**src/verilog/rtt_pkg.sv**
```systemverilog
// Purpose: Constants of the reader timeout timer
// Assumes: 8-bit registers, one per aligned 32-bit word
// Notes:   Byte address is four times the register index
package rtt_pkg;
  localparam int         REG_W        = 8;
  localparam int         CNT_W        = 16;
  localparam int         PRE_W        = 12;
  localparam logic [7:0] IDX_MODE     = 8'h2A;
  localparam logic [7:0] IDX_PRE      = 8'h2B;
  localparam logic [7:0] IDX_RLD_HI   = 8'h2C;
  localparam logic [7:0] IDX_RLD_LO   = 8'h2D;
  localparam logic [7:0] IDX_CNT_HI   = 8'h2E;
  localparam logic [7:0] IDX_CNT_LO   = 8'h2F;
  localparam logic [7:0] IDX_CTRL     = 8'h3C;
  localparam logic [7:0] IDX_RUNST    = 8'h3D;
  localparam logic [7:0] IDX_IRQST    = 8'h3E;
  localparam logic [7:0] IDX_IRQMSK   = 8'h3F;
  localparam int         MODE_AUTO    = 7;
  localparam int         MODE_GATE    = 5;
  localparam int         MODE_RESTART = 4;
  localparam int         CTRL_STOP    = 0;
  localparam int         CTRL_START   = 1;
  localparam int         CTRL_EVEN    = 2;
  localparam int         CTRL_MULTI   = 3;
  localparam int         IRQ_ZERO     = 0;
  localparam logic [7:0] MODE_RST     = 8'h00;
  localparam logic [7:0] PRE_RST      = 8'h00;
  localparam logic [7:0] RLD_RST      = 8'h00;
  localparam logic [7:0] CTRL_RST     = 8'h00;
  localparam logic [7:0] MSK_RST      = 8'h00;
  localparam logic [1:0] GATE_OFF     = 2'h0;
  localparam logic [1:0] GATE_SIN     = 2'h1;
  localparam logic [1:0] GATE_AUX     = 2'h2;
  localparam logic [2:0] RX_STOP_BITS = 3'h5;
  localparam int         REF_KHZ      = 13560;
  localparam int         CLK_KHZ      = 125000;
  // Accumulator must hold one reference step past the wrap point
  localparam int         ACC_W        = 18;
  localparam logic [1:0] RESP_OKAY    = 2'h0;
  localparam logic [1:0] RESP_SLVERR  = 2'h2;
endpackage

```
**src/verilog/rtt_tick_if.sv**
```systemverilog
// Purpose: Carries prescaler settings down and the timer tick back
// Assumes: One clock domain
// Notes:   restart is a one-cycle pulse on each start event
`timescale 1ns/1ps
interface rtt_tick_if #(parameter int PW = 12);
  logic [PW-1:0] prescale;
  logic          even;
  logic          restart;
  logic          tick;
  modport tmr (output prescale, output even, output restart, input tick);
  modport div (input prescale, input even, input restart, output tick);
endinterface

```
**src/verilog/rtt_timer.sv**
```systemverilog
// Purpose: Reader timeout timer with AXI4-Lite register slave
// Assumes: tx_end and rx_bit are one-cycle pulses synchronous to clk
// Notes:   Zero flag clears when the status register is read
//
// Chosen here: the AXI4-Lite register port.
`timescale 1ns/1ps
module rtt_timer #(
  parameter int ADDR_W = 12
) (
  input  wire logic              clk,
  input  wire logic              resetn,
  input  wire logic [ADDR_W-1:0] awaddr,
  input  wire logic              awvalid,
  output logic                   awready,
  input  wire logic [31:0]       wdata,
  input  wire logic [3:0]        wstrb,
  input  wire logic              wvalid,
  output logic                   wready,
  output logic [1:0]             bresp,
  output logic                   bvalid,
  input  wire logic              bready,
  input  wire logic [ADDR_W-1:0] araddr,
  input  wire logic              arvalid,
  output logic                   arready,
  output logic [31:0]            rdata,
  output logic [1:0]             rresp,
  output logic                   rvalid,
  input  wire logic              rready,
  input  wire logic              tx_end,
  input  wire logic              rx_bit,
  input  wire logic              serial_in_gate_pin,
  input  wire logic              first_auxiliary_pin,
  output logic                   irq,
  output logic                   timer_running_status
);
  import rtt_pkg::*;

  if (ADDR_W < 10) begin : g_chk
    $error("rtt_timer: ADDR_W must be at least 10");
  end

  function automatic logic [7:0] byte_idx(input logic [ADDR_W-1:0] a);
    return a[9:2];
  endfunction

  function automatic logic idx_mapped(input logic [7:0] i);
    return (i >= IDX_MODE && i <= IDX_CNT_LO) ||
           (i >= IDX_CTRL && i <= IDX_IRQMSK);
  endfunction

  logic              awready_q, wready_q, bvalid_q;
  logic              arready_q, rvalid_q;
  logic [1:0]        bresp_q, rresp_q;
  logic [31:0]       rdata_q;
  logic              aw_hold_q, w_hold_q;
  logic [ADDR_W-1:0] aw_addr_q;
  logic [7:0]        w_data_q;
  logic              w_strb_q;
  logic [7:0]        mode_q, pre_q, rld_hi_q, rld_lo_q;
  logic [7:0]        ctrl_q, msk_q;
  logic [CNT_W-1:0]  count_q;
  logic              running_q, run_sts_q;
  logic [2:0]        bitcnt_q;
  logic [7:0]        irq_sts_q;
  logic              irq_q;
  logic              aw_take, w_take, wr_go, wr_en, ar_take;
  logic [7:0]        wr_idx, rd_idx, rd_val;
  logic              gate_ok, auto_on, multi_on, restart_on;
  logic              sw_start, sw_stop, start_ev, bit_stop;
  logic              tick_cnt, zero_halt, sts_clr;

  rtt_tick_if #(.PW(PRE_W)) tp ();

  rtt_prescaler #(.PW(PRE_W)) u_pre (
    .clk    (clk),
    .resetn (resetn),
    .tp     (tp.div)
  );

  assign awready              = awready_q;
  assign wready               = wready_q;
  assign bvalid               = bvalid_q;
  assign bresp                = bresp_q;
  assign arready              = arready_q;
  assign rvalid               = rvalid_q;
  assign rdata                = rdata_q;
  assign rresp                = rresp_q;
  assign irq                  = irq_q;
  assign timer_running_status = run_sts_q;

  // Write side: address and data are latched independently
  assign aw_take = awvalid && awready_q;
  assign w_take  = wvalid && wready_q;
  assign wr_go   = aw_hold_q && w_hold_q && !bvalid_q;
  assign wr_idx  = byte_idx(aw_addr_q);
  assign wr_en   = wr_go && w_strb_q && idx_mapped(wr_idx);

  always_ff @(posedge clk or negedge resetn) begin
    if (!resetn) begin
      aw_hold_q <= 1'b0;
      w_hold_q  <= 1'b0;
      awready_q <= 1'b0;
      wready_q  <= 1'b0;
      aw_addr_q <= '0;
      w_data_q  <= '0;
      w_strb_q  <= 1'b0;
    end else begin
      if (aw_take) begin
        aw_addr_q <= awaddr;
      end
      if (w_take) begin
        w_data_q <= wdata[7:0];
        w_strb_q <= wstrb[0];
      end
      aw_hold_q <= aw_take || (aw_hold_q && !wr_go);
      w_hold_q  <= w_take || (w_hold_q && !wr_go);
      awready_q <= !(aw_take || (aw_hold_q && !wr_go));
      wready_q  <= !(w_take || (w_hold_q && !wr_go));
    end
  end

  always_ff @(posedge clk or negedge resetn) begin
    if (!resetn) begin
      bvalid_q <= 1'b0;
      bresp_q  <= RESP_OKAY;
    end else if (wr_go) begin
      bvalid_q <= 1'b1;
      bresp_q  <= idx_mapped(wr_idx) ? RESP_OKAY : RESP_SLVERR;
    end else if (bvalid_q && bready) begin
      bvalid_q <= 1'b0;
    end
  end

  // Read side: one read in flight, data registered
  assign ar_take = arvalid && arready_q;
  assign rd_idx  = byte_idx(araddr);
  assign sts_clr = ar_take && (rd_idx == IDX_IRQST);

  always_comb begin
    rd_val = 8'h00;
    unique case (rd_idx)
      IDX_MODE:   rd_val = mode_q;
      IDX_PRE:    rd_val = pre_q;
      IDX_RLD_HI: rd_val = rld_hi_q;
      IDX_RLD_LO: rd_val = rld_lo_q;
      IDX_CNT_HI: rd_val = count_q[15:8];
      IDX_CNT_LO: rd_val = count_q[7:0];
      IDX_CTRL:   rd_val = ctrl_q;
      IDX_RUNST:  rd_val = {6'h00, run_sts_q, running_q};
      IDX_IRQST:  rd_val = irq_sts_q;
      IDX_IRQMSK: rd_val = msk_q;
      default:    rd_val = 8'h00;
    endcase
  end

  always_ff @(posedge clk or negedge resetn) begin
    if (!resetn) begin
      arready_q <= 1'b0;
      rvalid_q  <= 1'b0;
      rdata_q   <= '0;
      rresp_q   <= RESP_OKAY;
    end else begin
      arready_q <= !(ar_take || (rvalid_q && !rready));
      if (ar_take) begin
        rvalid_q <= 1'b1;
        rdata_q  <= {24'h000000, rd_val};
        rresp_q  <= idx_mapped(rd_idx) ? RESP_OKAY : RESP_SLVERR;
      end else if (rvalid_q && rready) begin
        rvalid_q <= 1'b0;
      end
    end
  end

  // Software registers; stop and start bits are write-one pulses
  always_ff @(posedge clk or negedge resetn) begin
    if (!resetn) begin
      mode_q   <= MODE_RST;
      pre_q    <= PRE_RST;
      rld_hi_q <= RLD_RST;
      rld_lo_q <= RLD_RST;
      ctrl_q   <= CTRL_RST;
      msk_q    <= MSK_RST;
    end else if (wr_en) begin
      unique case (wr_idx)
        IDX_MODE:   mode_q <= w_data_q;
        IDX_PRE:    pre_q  <= w_data_q;
        IDX_RLD_HI: rld_hi_q <= w_data_q;
        IDX_RLD_LO: rld_lo_q <= w_data_q;
        IDX_CTRL:   ctrl_q <= w_data_q & 8'h0C;
        IDX_IRQMSK: msk_q  <= w_data_q;
        default:    ;
      endcase
    end
  end

  assign auto_on    = mode_q[MODE_AUTO];
  assign restart_on = mode_q[MODE_RESTART];
  assign multi_on   = ctrl_q[CTRL_MULTI];

  assign tp.prescale = {mode_q[3:0], pre_q};
  assign tp.even     = ctrl_q[CTRL_EVEN];
  assign tp.restart  = start_ev;

  always_comb begin
    gate_ok = 1'b1;
    unique case (mode_q[MODE_GATE +: 2])
      GATE_OFF: gate_ok = 1'b1;
      GATE_SIN: gate_ok = serial_in_gate_pin;
      GATE_AUX: gate_ok = first_auxiliary_pin;
      default:  gate_ok = 1'b1;
    endcase
  end

  assign sw_start = wr_en && (wr_idx == IDX_CTRL) && w_data_q[CTRL_START];
  assign sw_stop  = wr_en && (wr_idx == IDX_CTRL) && w_data_q[CTRL_STOP];
  assign start_ev = !sw_stop && (sw_start || (auto_on && tx_end));
  assign bit_stop = auto_on && !multi_on && running_q && rx_bit &&
                    (bitcnt_q == RX_STOP_BITS - 3'h1);
  assign tick_cnt  = running_q && gate_ok && tp.tick;
  assign zero_halt = tick_cnt && (count_q == '0) && !restart_on &&
                     !sw_stop && !start_ev && !bit_stop;

  always_ff @(posedge clk or negedge resetn) begin
    if (!resetn) begin
      running_q <= 1'b0;
    end else if (sw_stop) begin
      running_q <= 1'b0;
    end else if (start_ev) begin
      running_q <= 1'b1;
    end else if (bit_stop || zero_halt) begin
      running_q <= 1'b0;
    end
  end

  // A reload write never touches a running count
  always_ff @(posedge clk or negedge resetn) begin
    if (!resetn) begin
      count_q <= '0;
    end else if (start_ev) begin
      count_q <= {rld_hi_q, rld_lo_q};
    end else if (tick_cnt && !sw_stop && !bit_stop) begin
      if (count_q != '0) begin
        count_q <= count_q - 16'h0001;
      end else if (restart_on) begin
        count_q <= {rld_hi_q, rld_lo_q};
      end
    end
  end

  always_ff @(posedge clk or negedge resetn) begin
    if (!resetn) begin
      bitcnt_q <= '0;
    end else if (start_ev) begin
      bitcnt_q <= '0;
    end else if (running_q && rx_bit && bitcnt_q != RX_STOP_BITS) begin
      bitcnt_q <= bitcnt_q + 3'h1;
    end
  end

  always_ff @(posedge clk or negedge resetn) begin
    if (!resetn) begin
      run_sts_q <= 1'b0;
    end else begin
      run_sts_q <= running_q && gate_ok;
    end
  end

  // Set beats the read clear so no zero event is lost
  always_ff @(posedge clk or negedge resetn) begin
    if (!resetn) begin
      irq_sts_q <= '0;
    end else begin
      if (sts_clr) begin
        irq_sts_q <= '0;
      end
      if (zero_halt) begin
        irq_sts_q[IRQ_ZERO] <= 1'b1;
      end
    end
  end

  // One cycle behind the status bits, to keep the output a flop
  always_ff @(posedge clk or negedge resetn) begin
    if (!resetn) begin
      irq_q <= 1'b0;
    end else begin
      irq_q <= |(irq_sts_q & msk_q);
    end
  end
endmodule

```
**src/verilog/rtt_prescaler.sv**
```systemverilog
// Purpose: 13.56 MHz reference enable and timer tick divider
// Assumes: clk at 125 MHz
// Notes:   Reference rate is fractional, so tick spacing jitters by a cycle
`timescale 1ns/1ps
module rtt_prescaler #(
  parameter int PW = 12
) (
  input  wire logic clk,
  input  wire logic resetn,
  rtt_tick_if.div   tp
);
  import rtt_pkg::*;

  if (PW < 1 || PW > 16) begin : g_chk
    $error("rtt_prescaler: PW out of range");
  end

  logic [ACC_W-1:0] acc_q;
  logic [ACC_W-1:0] acc_sum;
  logic             ref_en;
  logic [PW:0]      div_q;
  logic [PW:0]      div_last;
  logic             tick_q;

  assign acc_sum = acc_q + ACC_W'(REF_KHZ);
  assign ref_en  = acc_sum >= ACC_W'(CLK_KHZ);
  assign div_last = {tp.prescale, tp.even};
  assign tp.tick  = tick_q;

  always_ff @(posedge clk or negedge resetn) begin
    if (!resetn) begin
      acc_q <= '0;
    end else if (tp.restart) begin
      acc_q <= '0;
    end else begin
      acc_q <= ref_en ? ACC_W'(acc_sum - ACC_W'(CLK_KHZ)) : acc_sum;
    end
  end

  always_ff @(posedge clk or negedge resetn) begin
    if (!resetn) begin
      div_q  <= '0;
      tick_q <= 1'b0;
    end else if (tp.restart) begin
      div_q  <= '0;
      tick_q <= 1'b0;
    end else begin
      tick_q <= ref_en && (div_q == div_last);
      if (ref_en) begin
        div_q <= (div_q == div_last) ? '0 : (PW+1)'(div_q + 1'b1);
      end
    end
  end
endmodule

```
**config.mk**
```make
export PLATFORM = sky130hd
export DESIGN_NAME = rtt_timer
export DESIGN_NICKNAME = d
export VERILOG_FILES = /design/src/verilog/rtt_pkg.sv /design/src/verilog/rtt_tick_if.sv /design/src/verilog/rtt_timer.sv /design/src/verilog/rtt_prescaler.sv
export SDC_FILE = /design/constraint.sdc
export NUM_CORES = 1
export LEC_CHECK = 0
export BUFFER_PORTS_ARGS = -buffer_cell sky130_fd_sc_hd__buf_4
export CAP_MARGIN = 25
export CORE_ASPECT_RATIO = 0.5
export CORE_MARGIN = 4
export CORE_UTILIZATION = 53
export DETAILED_ROUTE_END_ITERATION = 7
export PLACE_DENSITY_LB_ADDON = 0.25
export SETUP_SLACK_MARGIN = 0.05
export SLEW_MARGIN = 20
export SYNTH_ARGS = -nofsm -noshare
export SYNTH_HDL_FRONTEND = slang
export SYNTH_SLANG_ARGS = --single-unit
```
**constraint.sdc**
```tcl
create_clock -name clk -period 7.82 [get_ports clk]
set_clock_uncertainty 0.15 [all_clocks]
set_input_delay 0.782 -clock clk [delete_from_list [all_inputs] [get_ports clk]]
set_output_delay 0.782 -clock clk [all_outputs]
set_load 0.01 [all_outputs]
```
* Word-level counts from Yosys, hierarchy flattened *
Cells that the tools add are included.

word-level totals
  register bits after elaboration = 135
  input bits = 71
  logic and storage cells = 163

operators by class
  add/sub/neg operators = 5
  $lt $le $gt $ge = 9
  equal/unequal tests = 21
  muxes and demuxes = 25
  bitwise logic cells = 1
  reductions and logical operators = 74

operators with widths
  kind                      number
  $eq A8 B6 Y1 const B      16
  $pmux W8 S10              1
  $mux W16                  4
  $mux W13                  3
  $logic_and A1 B1 Y1       38
  $mux W18                  2
  $ge A8 B6 Y1 const B      4
  $le A8 B6 Y1 const B      4
  $add A18 B14 Y18 const B  1
  $ge A18 B17 Y1 const B    1
  $sub A18 B17 Y18 const B  1
  $logic_not A16 Y1         1
  $reduce_bool A16 Y1       1
  $sub A16 B1 Y16 const B   1
  $reduce_and A2 Y1         7
  $add A13 B1 Y13 const B   1
  $eq A13 B13 Y1            1
  $reduce_bool A2 Y1        6
  $logic_not A1 Y1          11
  $mux W1                   10
  $and A1 B8 Y8             1
  $reduce_or A8 Y1          1
  $logic_or A1 B1 Y1        7
  $mux W3                   2
  other kinds (8)           10

* Logic depth before layout (Yosys ltp) *
Gate-level depths: netlist of the first run.

  word-level depth = 15
  gate-level depth with buffers = 13

* Modules after synthesis *
From an unflattened synthesis of the first run, not the netlist that was laid out.

second synthesis, totals
  cell total of the unflattened synthesis = 755
  area, all modules = 7686.1 µm²

by module, submodules not included
  module         times used  cells an instance  area each (µm²)  sequential area each (µm²)
  rtt_timer      1           476                5223.8           2477.4
  rtt_prescaler  1           279                2462.4           725.7

* Least setup slack after synthesis of the first run *
OpenSTA, ideal clock, no wires.

  kind = reg2reg
  start point = reg u_pre.acc_q[3]
  end point = reg u_pre.acc_q[10]
  setup time = 0.128 ns
  data arrival time = 2.727 ns
  slack = 4.815 ns
  cell stages (with the launch flop) = 12
  path through = dfrtp_1 inv_1 ha_1 or4b_4 nand2b_2 nand2_1 xor2_2 o31a_1 buf_4 nor2_4 mux2i_1 mux2_1

on the way
  longest elaborated chain between the ends = 4
  elaborated cells between the ends (all ways) = 5

ends and longest elaborated chain
  element                                                    RTL line                                  source
  from (decl)                                                rtt_prescaler.sv:18                       logic [ACC_W-1:0] acc_q;
  from (signal assigned)                                     rtt_prescaler.sv:36                       acc_q <= ref_en ? ACC_W'(acc_sum - ACC_W'(CLK_KHZ)) : acc_sum;
  $add A18 B14 Y18 (*)                                       rtt_prescaler.sv:25                       assign acc_sum = acc_q + ACC_W'(REF_KHZ);
  $sub A18 B17 Y18 / $ge A18 B17 Y1 (equally long branches)  rtt_prescaler.sv:36, rtt_prescaler.sv:26
  $mux W18 (*)                                               rtt_prescaler.sv:36
  $mux W18 (*)                                               rtt_prescaler.sv:33                       end else if (tp.restart) begin

Mark *: on every way between the ends. The rest lies on a longest branch, timed or not.
A chain may end at the register's enable or synchronous reset.

* Final worst setup path of the first run *
Same ends and word-level chain as after synthesis.

==> results of run 1 <==
==> power by group <==
group          switching (mW)  leakage [nW]  internal, mW
combinational           0.567          1.76         0.444
sequential              0.229          1.67         0.818
clock                   0.326         0.302         0.512
total                    1.12          3.73          1.77
==> routing by layer <==
layer	GRT usage	routed length, um	up-vias
met5	0	0	-
met4	0.06671	249	0
met3	0.03725	865	30
met2	0.3383	7738	175
met1	0.3176	7806	2757
li1	-	-	2641
==> synth_stat cells, drive strengths merged (5+ instances only) <==
cell	count
a21oi	46
clkbuf	17
nand4	7
o22ai	9
a22oi	11
a221oi	9
xnor2	18
nor3	18
buf	38
nor3b	6
and2	7
nor4	9
a31oi	5
ha	12
or3	6
nand2	51
nand2b	5
xor2	10
a211oi	5
mux2	66
mux2i	6
inv	25
dfrtp	128
nand3	12
nor2	68
nand3b	9
and3	14
o21ai	48
nor2b	6
==> cell type report <==
class / count / area [um2]
well taps: 170 / 212.7
clock inverters: 15 / 196.4
multi-input cells: 536 / 3636
repair buffers: 58 / 449.2
inverters: 25 / 93.84
fillers: 1039 / 4701
clock buffers: 17 / 425.4
flip-flops and latches: 128 / 3203
==> final timing paths <==
kind                           startpoint               to  depth (start not counted)
max                        u_pre.acc_q[3]  u_pre.acc_q[10]                         10
max in group asynchronous          resetn  u_pre.acc_q[13]                          3
min                                resetn       count_q[3]                          1
min reg2reg                      rdata[3]         rdata[3]                          1
max reg2reg                u_pre.acc_q[3]  u_pre.acc_q[10]                         10
min in group clk                 rdata[3]         rdata[3]                          1
==> worst register-to-register path, delay by kind of cell (launching register included) <==
family                   cells  cell delay, ns
AO/OA/AOI/OAI                3            1.16
buffers and inverters        1            0.12
multiplexers                 2            0.55
adder cells (fa/ha/maj)      1            0.30
AND/OR/NAND/NOR              3            0.75
flip-flops                   1            0.48
==> per-stage QoR <==
stage	util	hold slack (ns)	power [mW]	area (um2)	setup WS, ns
2_1_floorplan	-	0.3164	1.784	7237	4.815
3_3_place_gp	0.5850	0.3149	2.008	7557	3.970
3_5_place_dp	0.5859	0.3210	2.048	7569	3.891
4_1_cts	0.6341	0.2774	2.888	8190	3.867
5_1_grt	0.6361	0.3059	3.077	8217	3.955
6_report	0.6361	0.2565	2.897	8217	4.184
==> cell families after synthesis <==
logic type | count (synthesis) | synth area share
AND/OR/NAND/NOR | 232 | 0.1689
AO/OA/AOI/OAI | 164 | 0.1498
flip-flops | 128 | 0.4484
buffers and inverters | 80 | 0.05728
multiplexers | 74 | 0.1188
XOR/XNOR | 28 | 0.03538
adder cells (fa/ha/maj) | 12 | 0.02102
other | 1 | 0.0005250
==> registers in the layout, summed over array words and instances, names as in the netlist, 2 cells and up <==
name and cells:
count_q 16, u_pre.acc_q 15, u_pre.div_q 13, aw_addr_q 8, mode_q 8, msk_q 8, pre_q 8, rdata 8
rld_hi_q 8, rld_lo_q 8, w_data_q 8, bitcnt_q 3, ctrl_q 2
==> impl_table.tex, run 1 <==
\begin{tabular}{lr}
\hline
Metric & Value \\
\hline
\multicolumn{2}{l}{\textbf{Outcome}} \\
Run status & complete, no violations \\
\multicolumn{2}{l}{\textbf{Detailed routing}} \\
Total length of routed wires & 16660 um \\
Via/cell ratio & 5.904 \\
Detail-routed net length per standard cell & 17.56 um \\
Total DRC errors in the routed layout & 0 \\
Antenna Nets Post-Route & 0 \\
Starting DRT DRC Count & 480 \\
Routed via count & 5603 \\
Iteration count of the initial detailed-routing pass & 5 \\
\multicolumn{2}{l}{\textbf{Clock tree}} \\
Number of clock sinks & 128 \\
Setup Fix Bufs, Post-CTS & 0 \\
Clock root buffer master & sky130\_fd\_sc\_hd\_\_clkbuf\_16 \\
Clock tree from TritonCTS & built \\
Insertion delay of the later-clocked pin in the worst-skew pair & 0.42 ns \\
Clk buf depth & 2 \\
Count of cells resized by post-cts repair & 0 \\
Hold\_buf cts & 0 \\
Number of levels the H-tree was split into & 4 \\
CTS Buf Count & 17 \\
Clk pin slew, worst setup/hold paths & 0.06 ns \\
\multicolumn{2}{l}{\textbf{Cells and area}} \\
\# diodes & 0 \\
Commonest non-fill, non-tap cell in the layout & sky130\_fd\_sc\_hd\_\_dfrtp\_1 \\
Count of non-filler cells in the finished layout & 949 \\
Fraction of layout instances using a drive strength above 1 & 0.2298 \\
Area delta synth->final & 15.03\% \\
Highest-count cells in the layout ignoring fill and taps & sky130\_fd\_sc\_hd\_\_dfrtp\_1 (128), sky130\_fd\_sc\_hd\_\_nor2\_1 (64), sky130\_fd\_sc\_hd\_\_mux2\_2 (64) \\
Net count, final & 849 \\
\multicolumn{2}{l}{\textbf{Synth}} \\
Cell type with the largest total area after synthesis & sky130\_fd\_sc\_hd\_\_dfrtp\_1 \\
Ranking of synthesized cells by area & sky130\_fd\_sc\_hd\_\_dfrtp\_1 (45\%), sky130\_fd\_sc\_hd\_\_mux2\_2 (10\%), sky130\_fd\_sc\_hd\_\_nor2\_1 (3.4\%) \\
Sequential cell area fraction in the yosys report & 0.4484 \\
Number of library cell types mapped by synthesis & 75 \\
Ys Warns & 0 \\
Area share of the leading cell type in the synthesized netlist & 0.4484 \\
Synthesized cell area & 0.007143 mm2 \\
Number of storage elements in the synthesis netlist & 128 \\
Fraction of synthesis flops using an asynchronous set or reset pin & 1.000 \\
Synthesized instance count & 719 \\
Average cell area after synthesis & 9.935 um2 \\
Number of enable-type register cells in the synthesized netlist & 0 \\
Leading register cell type out of synthesis & sky130\_fd\_sc\_hd\_\_dfrtp\_1 \\
\multicolumn{2}{l}{\textbf{STA}} \\
Final hold violation count & 0 \\
Highest clock frequency the design can meet & 275.0 MHz \\
Clock period minus final worst setup slack & 3.636 ns \\
TNS Setup & 0 ns \\
Slew Limit Headroom & 0.3546 \\
Part of the cycle the worst path needs & 0.4650 \\
Count of final setup violators & 0 \\
Final number of max-transition violations & 0 \\
Unrepaired setup endpoints after global routing & no \\
Slew of the pin with the lowest slew margin & 0.9658 ns \\
\multicolumn{2}{l}{\textbf{Worst setup path}} \\
CP delay by family, top & compound AO/OA/AOI/OAI gates \\
Critical path required time & 7.96 ns \\
CP Launch Type & flop \\
Count of buffering cells on the critical path with inverters included & 1 \\
Worst path cell trace & inv\_1 > ha\_1 > or4b\_4 > a311oi\_2 > nor2\_2 > a21oi\_4 > o31a\_2 > nor2\_4 > mux2i\_1 > mux2\_1 \\
Slowest stage cell on the critical path & sky130\_fd\_sc\_hd\_\_o31a\_2 \\
Path type of the worst setup path & reg2reg \\
Worst-path maximum fanout & 29 \\
Kind of capture point of the worst setup path & flop \\
Slowest Stage Delay on Critical Path & 0.57 ns \\
Slack of the worst reg-to-reg path & 4.18 ns \\
Arrival time at the worst endpoint & 3.78 ns \\
\multicolumn{2}{l}{\textbf{GRT}} \\
Global route overflow & 0 \\
Wire length of the first global-routing pass & 27500 um \\
Pin count of the biggest net entering global routing & 77 \\
GR Util All Layers & 0.2193 \\
Antenna violations before repair & 0 \\
Via count of the first global-routing pass & 5323 \\
\multicolumn{2}{l}{\textbf{Place}} \\
Count of buffers from port buffering & 52 \\
Half-perimeter wire length of the detailed placement result & 11350 um \\
Placer Congestion & 0.8901 \\
Cell Count Post-Placement & 915 \\
\multicolumn{2}{l}{\textbf{Power and ir drop}} \\
Maximum VDD drop & 0.0001806 V \\
Power per Cell Area & 352.5 mW/mm2 \\
Static leakage power & 3.733 nW \\
\multicolumn{2}{l}{\textbf{Floorplanning}} \\
Row cnt & 29 \\
Die W & 172.2 um \\
Floorplan Core Area & 0.01292 mm2 \\
Number of I/O pins & 114 \\
Initial Util & 0.5530 \\
Overall die area & 0.01551 mm2 \\
Vert. Die Dim & 90.09 um \\
\multicolumn{2}{l}{\textbf{Worst hold path}} \\
Worst hold path class & in2async \\
\multicolumn{2}{l}{\textbf{Run}} \\
Max-capacitance violation count & 0 \\
\hline
\end{tabular}
No activity file was read; power rests on OpenSTA's default activity.
==> run 2, diff against run 1 <==
==> constraint.sdc (replaced) <==
create_clock -name clk -period 3.8 [get_ports clk]
set_clock_uncertainty 0.15 [all_clocks]
set_input_delay 0.38 -clock clk [delete_from_list [all_inputs] [get_ports clk]]
set_output_delay 0.38 -clock clk [all_outputs]
set_load 0.01 [all_outputs]
==> impl_table.tex, run 2 (synthesized netlist as in run 1, its figures left out) <==
\begin{tabular}{lr}
\hline
Metric & Value \\
\hline
\multicolumn{2}{l}{\textbf{Worst setup path}} \\
Slowest Stage Delay on Critical Path & 0.55 ns (was 0.57 ns) \\
Kind of capture point of the worst setup path & flop (unchanged) \\
Worst-path maximum fanout & 11 (was 29) \\
CP Launch Type & flop (unchanged) \\
Critical path required time & 3.95 ns (was 7.96 ns) \\
Slack of the worst reg-to-reg path & 0.39 ns (was 4.18 ns) \\
Path type of the worst setup path & reg2reg (unchanged) \\
Most common cell type on the critical path & sky130\_fd\_sc\_hd\_\_nor2\_2 \\
Endpoint of the lowest-slack register-to-register path & u\_pre.acc\_q[9] (was u\_pre.acc\_q[10]) \\
Slowest stage cell on the critical path & sky130\_fd\_sc\_hd\_\_o31a\_1 (was sky130\_fd\_sc\_hd\_\_o31a\_2) \\
Arrival time at the worst endpoint & 3.56 ns (was 3.78 ns) \\
Worst path cell trace & inv\_1 > ha\_1 > or4b\_4 > a311oi\_2 > nor2\_2 > a21oi\_4 > o31a\_1 > nor2\_2 > mux2i\_1 > mux2\_1 (was inv\_1 > ha\_1 > or4b\_4 > a311oi\_2 > nor2\_2 > a21oi\_4 > o31a\_2 > nor2\_4 > mux2i\_1 > mux2\_1) \\
Path depth of the worst reg2reg path & 10 (unchanged) \\
Crit Reg-Reg Startpoint & u\_pre.acc\_q[3] (unchanged) \\
\multicolumn{2}{l}{\textbf{STA}} \\
Highest clock frequency the design can meet & 293.1 MHz (was 275.0 MHz) \\
Final number of max-transition violations & 0 (unchanged) \\
TNS Setup & 0 ns (unchanged) \\
Count of final setup violators & 0 (unchanged) \\
Unrepaired setup endpoints after global routing & no (unchanged) \\
Final hold violation count & 0 (unchanged) \\
Slew Limit Headroom & 0.4783 (was 0.3546) \\
Clock period minus final worst setup slack & 3.411 ns (was 3.636 ns) \\
Part of the cycle the worst path needs & 0.8977 (was 0.4650) \\
Slew of the pin with the lowest slew margin & 0.7809 ns (was 0.9658 ns) \\
\multicolumn{2}{l}{\textbf{Clock tree}} \\
CTS Buf Count & 17 (unchanged) \\
Number of levels the H-tree was split into & 4 (unchanged) \\
Setup Fix Bufs, Post-CTS & 0 (unchanged) \\
Clk buf depth & 2 (unchanged) \\
Number of clock sinks & 128 (unchanged) \\
Insertion delay of the later-clocked pin in the worst-skew pair & 0.42 ns (about the same) \\
Clk pin slew, worst setup/hold paths & 0.07 ns (was 0.06 ns) \\
Clock tree from TritonCTS & built (unchanged) \\
Clock root buffer master & sky130\_fd\_sc\_hd\_\_clkbuf\_16 (unchanged) \\
\multicolumn{2}{l}{\textbf{Power and ir drop}} \\
Maximum VDD drop & 0.0003607 V (was 0.0001806 V) \\
Power per Cell Area & 721.5 mW/mm2 (was 352.5 mW/mm2) \\
Static leakage power & 3.765 nW (was 3.733 nW) \\
\multicolumn{2}{l}{\textbf{Place}} \\
Placement-stage cell area & 0.007652 mm2 (was 0.007569 mm2) \\
Count of buffers from port buffering & 52 (unchanged) \\
Placer Congestion & 0.8976 (was 0.8901) \\
Half-perimeter wire length of the detailed placement result & 11590 um (was 11350 um) \\
\multicolumn{2}{l}{\textbf{Floorplanning}} \\
Row cnt & 29 (unchanged) \\
Number of I/O pins & 114 (unchanged) \\
Initial Util & 0.5530 (unchanged) \\
Floorplan Core Area & 0.01292 mm2 (unchanged) \\
Overall die area & 0.01551 mm2 (unchanged) \\
Die W & 172.2 um (unchanged) \\
Vert. Die Dim & 90.09 um (unchanged) \\
\multicolumn{2}{l}{\textbf{Cells and area}} \\
Register ranked first by flip-flop count & count\_q (unchanged) \\
Net count, final & 859 (was 849) \\
Highest-count cells in the layout ignoring fill and taps & sky130\_fd\_sc\_hd\_\_dfrtp\_1 (128), sky130\_fd\_sc\_hd\_\_buf\_4 (65), sky130\_fd\_sc\_hd\_\_nor2\_1 (64), sky130\_fd\_sc\_hd\_\_mux2\_2 (64), sky130\_fd\_sc\_hd\_\_nand2\_1 (51) (was sky130\_fd\_sc\_hd\_\_dfrtp\_1 (128), sky130\_fd\_sc\_hd\_\_nor2\_1 (64), sky130\_fd\_sc\_hd\_\_mux2\_2 (64)) \\
\# diodes & 0 (unchanged) \\
Post-route cell area & 0.008257 mm2 (was 0.008217 mm2) \\
Area taken by flip-flops and latches & 0.003203 mm2 (unchanged) \\
Max reg flops & 16 (unchanged) \\
Commonest non-fill, non-tap cell in the layout & sky130\_fd\_sc\_hd\_\_dfrtp\_1 (unchanged) \\
Area delta synth->final & 15.59\% (was 15.03\%) \\
Count of fill cells added during filler insertion & 1066 (was 1039) \\
Footprint of the multi-input gates & 0.003635 mm2 (was 0.003636 mm2) \\
Top Registers & count\_q (16), u\_pre.acc\_q (15), u\_pre.div\_q (13) (unchanged) \\
Fraction of layout instances using a drive strength above 1 & 0.2357 (was 0.2298) \\
\multicolumn{2}{l}{\textbf{GRT}} \\
Antenna violations before repair & 0 (unchanged) \\
Wire length of the first global-routing pass & 27930 um (was 27500 um) \\
Pin count of the biggest net entering global routing & 129 (was 77) \\
Global route overflow & 0 (unchanged) \\
Via count of the first global-routing pass & 5581 (was 5323) \\
GR Util All Layers & 0.2217 (was 0.2193) \\
\multicolumn{2}{l}{\textbf{Detailed routing}} \\
Antenna Nets Post-Route & 0 (unchanged) \\
Routed wl met2 & 8036 um (was 7738 um) \\
Via/cell ratio & 5.920 (was 5.904) \\
Starting DRT DRC Count & 432 (was 480) \\
Iteration count of the initial detailed-routing pass & 5 (unchanged) \\
Met3 Routed Length & 851 um (was 865 um) \\
Total length of routed wires & 16900 um (was 16660 um) \\
Total DRC errors in the routed layout & 0 (unchanged) \\
Routed via count & 5677 (was 5603) \\
Met1 wire length & 7836 um (was 7806 um) \\
Highest metal layer with signal wires & met4 (unchanged) \\
Detail-routed net length per standard cell & 17.62 um (was 17.56 um) \\
\multicolumn{2}{l}{\textbf{Worst hold path}} \\
Hold EP & w\_data\_q[6] \\
Hold path cells & 2 \\
Worst hold path class & in2reg (was in2async) \\
Launch point of the worst hold path & wdata[6] \\
\multicolumn{2}{l}{\textbf{Run}} \\
Max-capacitance violation count & 0 (unchanged) \\
\multicolumn{2}{l}{\textbf{Outcome}} \\
Run status & complete, no violations (unchanged) \\
\hline
\end{tabular}
run 2: cell types whose count changed in the layout (fill, tap and decap cells not counted), sizes merged:
cell / delta
clkinv: -3
clkbuf: -1
buf: +10
bufinv: -2
inv: +5
dlygate4sd3: +2
clkdlybuf4s15: -1
run 2: worst max-delay path by stage:
stage	startpoint	endpoint	slack, ns
after floorplan	u_pre.acc_q[3]	u_pre.acc_q[10]	0.80
after global placement	u_pre.acc_q[3]	u_pre.div_q[12]	0.51
after detailed placement	u_pre.acc_q[3]	u_pre.acc_q[9]	0.44
after CTS	u_pre.acc_q[3]	u_pre.acc_q[9]	0.39
after global routing	u_pre.acc_q[3]	u_pre.div_q[12]	0.15
final	u_pre.acc_q[3]	u_pre.acc_q[9]	0.39
run 2: cell type report:
cell class                      instances  share of cell area
Timing Repair Buffer                   68             0.06395
Inverter                               25             0.01137
Clock buffer                           17             0.05152
Multi-Input combinational cell        536              0.4402
Tap cell                              170             0.02576
Clock inverter                         15             0.01925
Sequential cell                       128              0.3879
run 2: power by group:
part / leakage, nW / switching [mW] / internal (mW) / total (mW)
logic: 1.81 / 1.18 / 0.972 / 2.15
clock network: 0.287 / 0.713 / 0.935 / 1.65
registers: 1.67 / 0.474 / 1.68 / 2.16
total: 3.77 / 2.37 / 3.59 / 5.96
run 2: per-stage QoR:
stage / hold slack (ns) / power (mW) / instances / util / setup WS [ns]
floorplan: -0.06559 / 3.672 / 744 / - / 0.7952
detailed placement: 0.3213 / 4.294 / 925 / 0.5924 / 0.4356
CTS: 0.03022 / 5.954 / 959 / 0.6392 / 0.3926
finish: 0.03260 / 5.958 / 959 / 0.6392 / 0.3887
global route: 0.02586 / 6.355 / 959 / 0.6392 / 0.1462
global placement: 0.3150 / 4.211 / 925 / 0.5924 / 0.5064
run 2: metal layers:
metal	vias to the layer above	track usage
met2	163	0.3510
met5	-	0
li1	2657	-
met1	2840	0.3165
met4	0	0.06017
met3	17	0.03769
run 2: worst max-delay path: cells and delay by family (launching register included):
kind                       cells  cell delay, ns
AOI/OAI and AO/OA              3            1.12
and+or+nand+nor                3            0.70
muxes                          2            0.53
DFF                            1            0.49
adders and majority gates      1            0.18
buffers and inverters          1            0.12
run 2: repair_timing:
| item | CTS | global route |
|---|---|---|
| hold endpoints to repair | 129 | 0 |
| hold buffers | 2 | 0 |
| resized for setup | 0 | 0 |
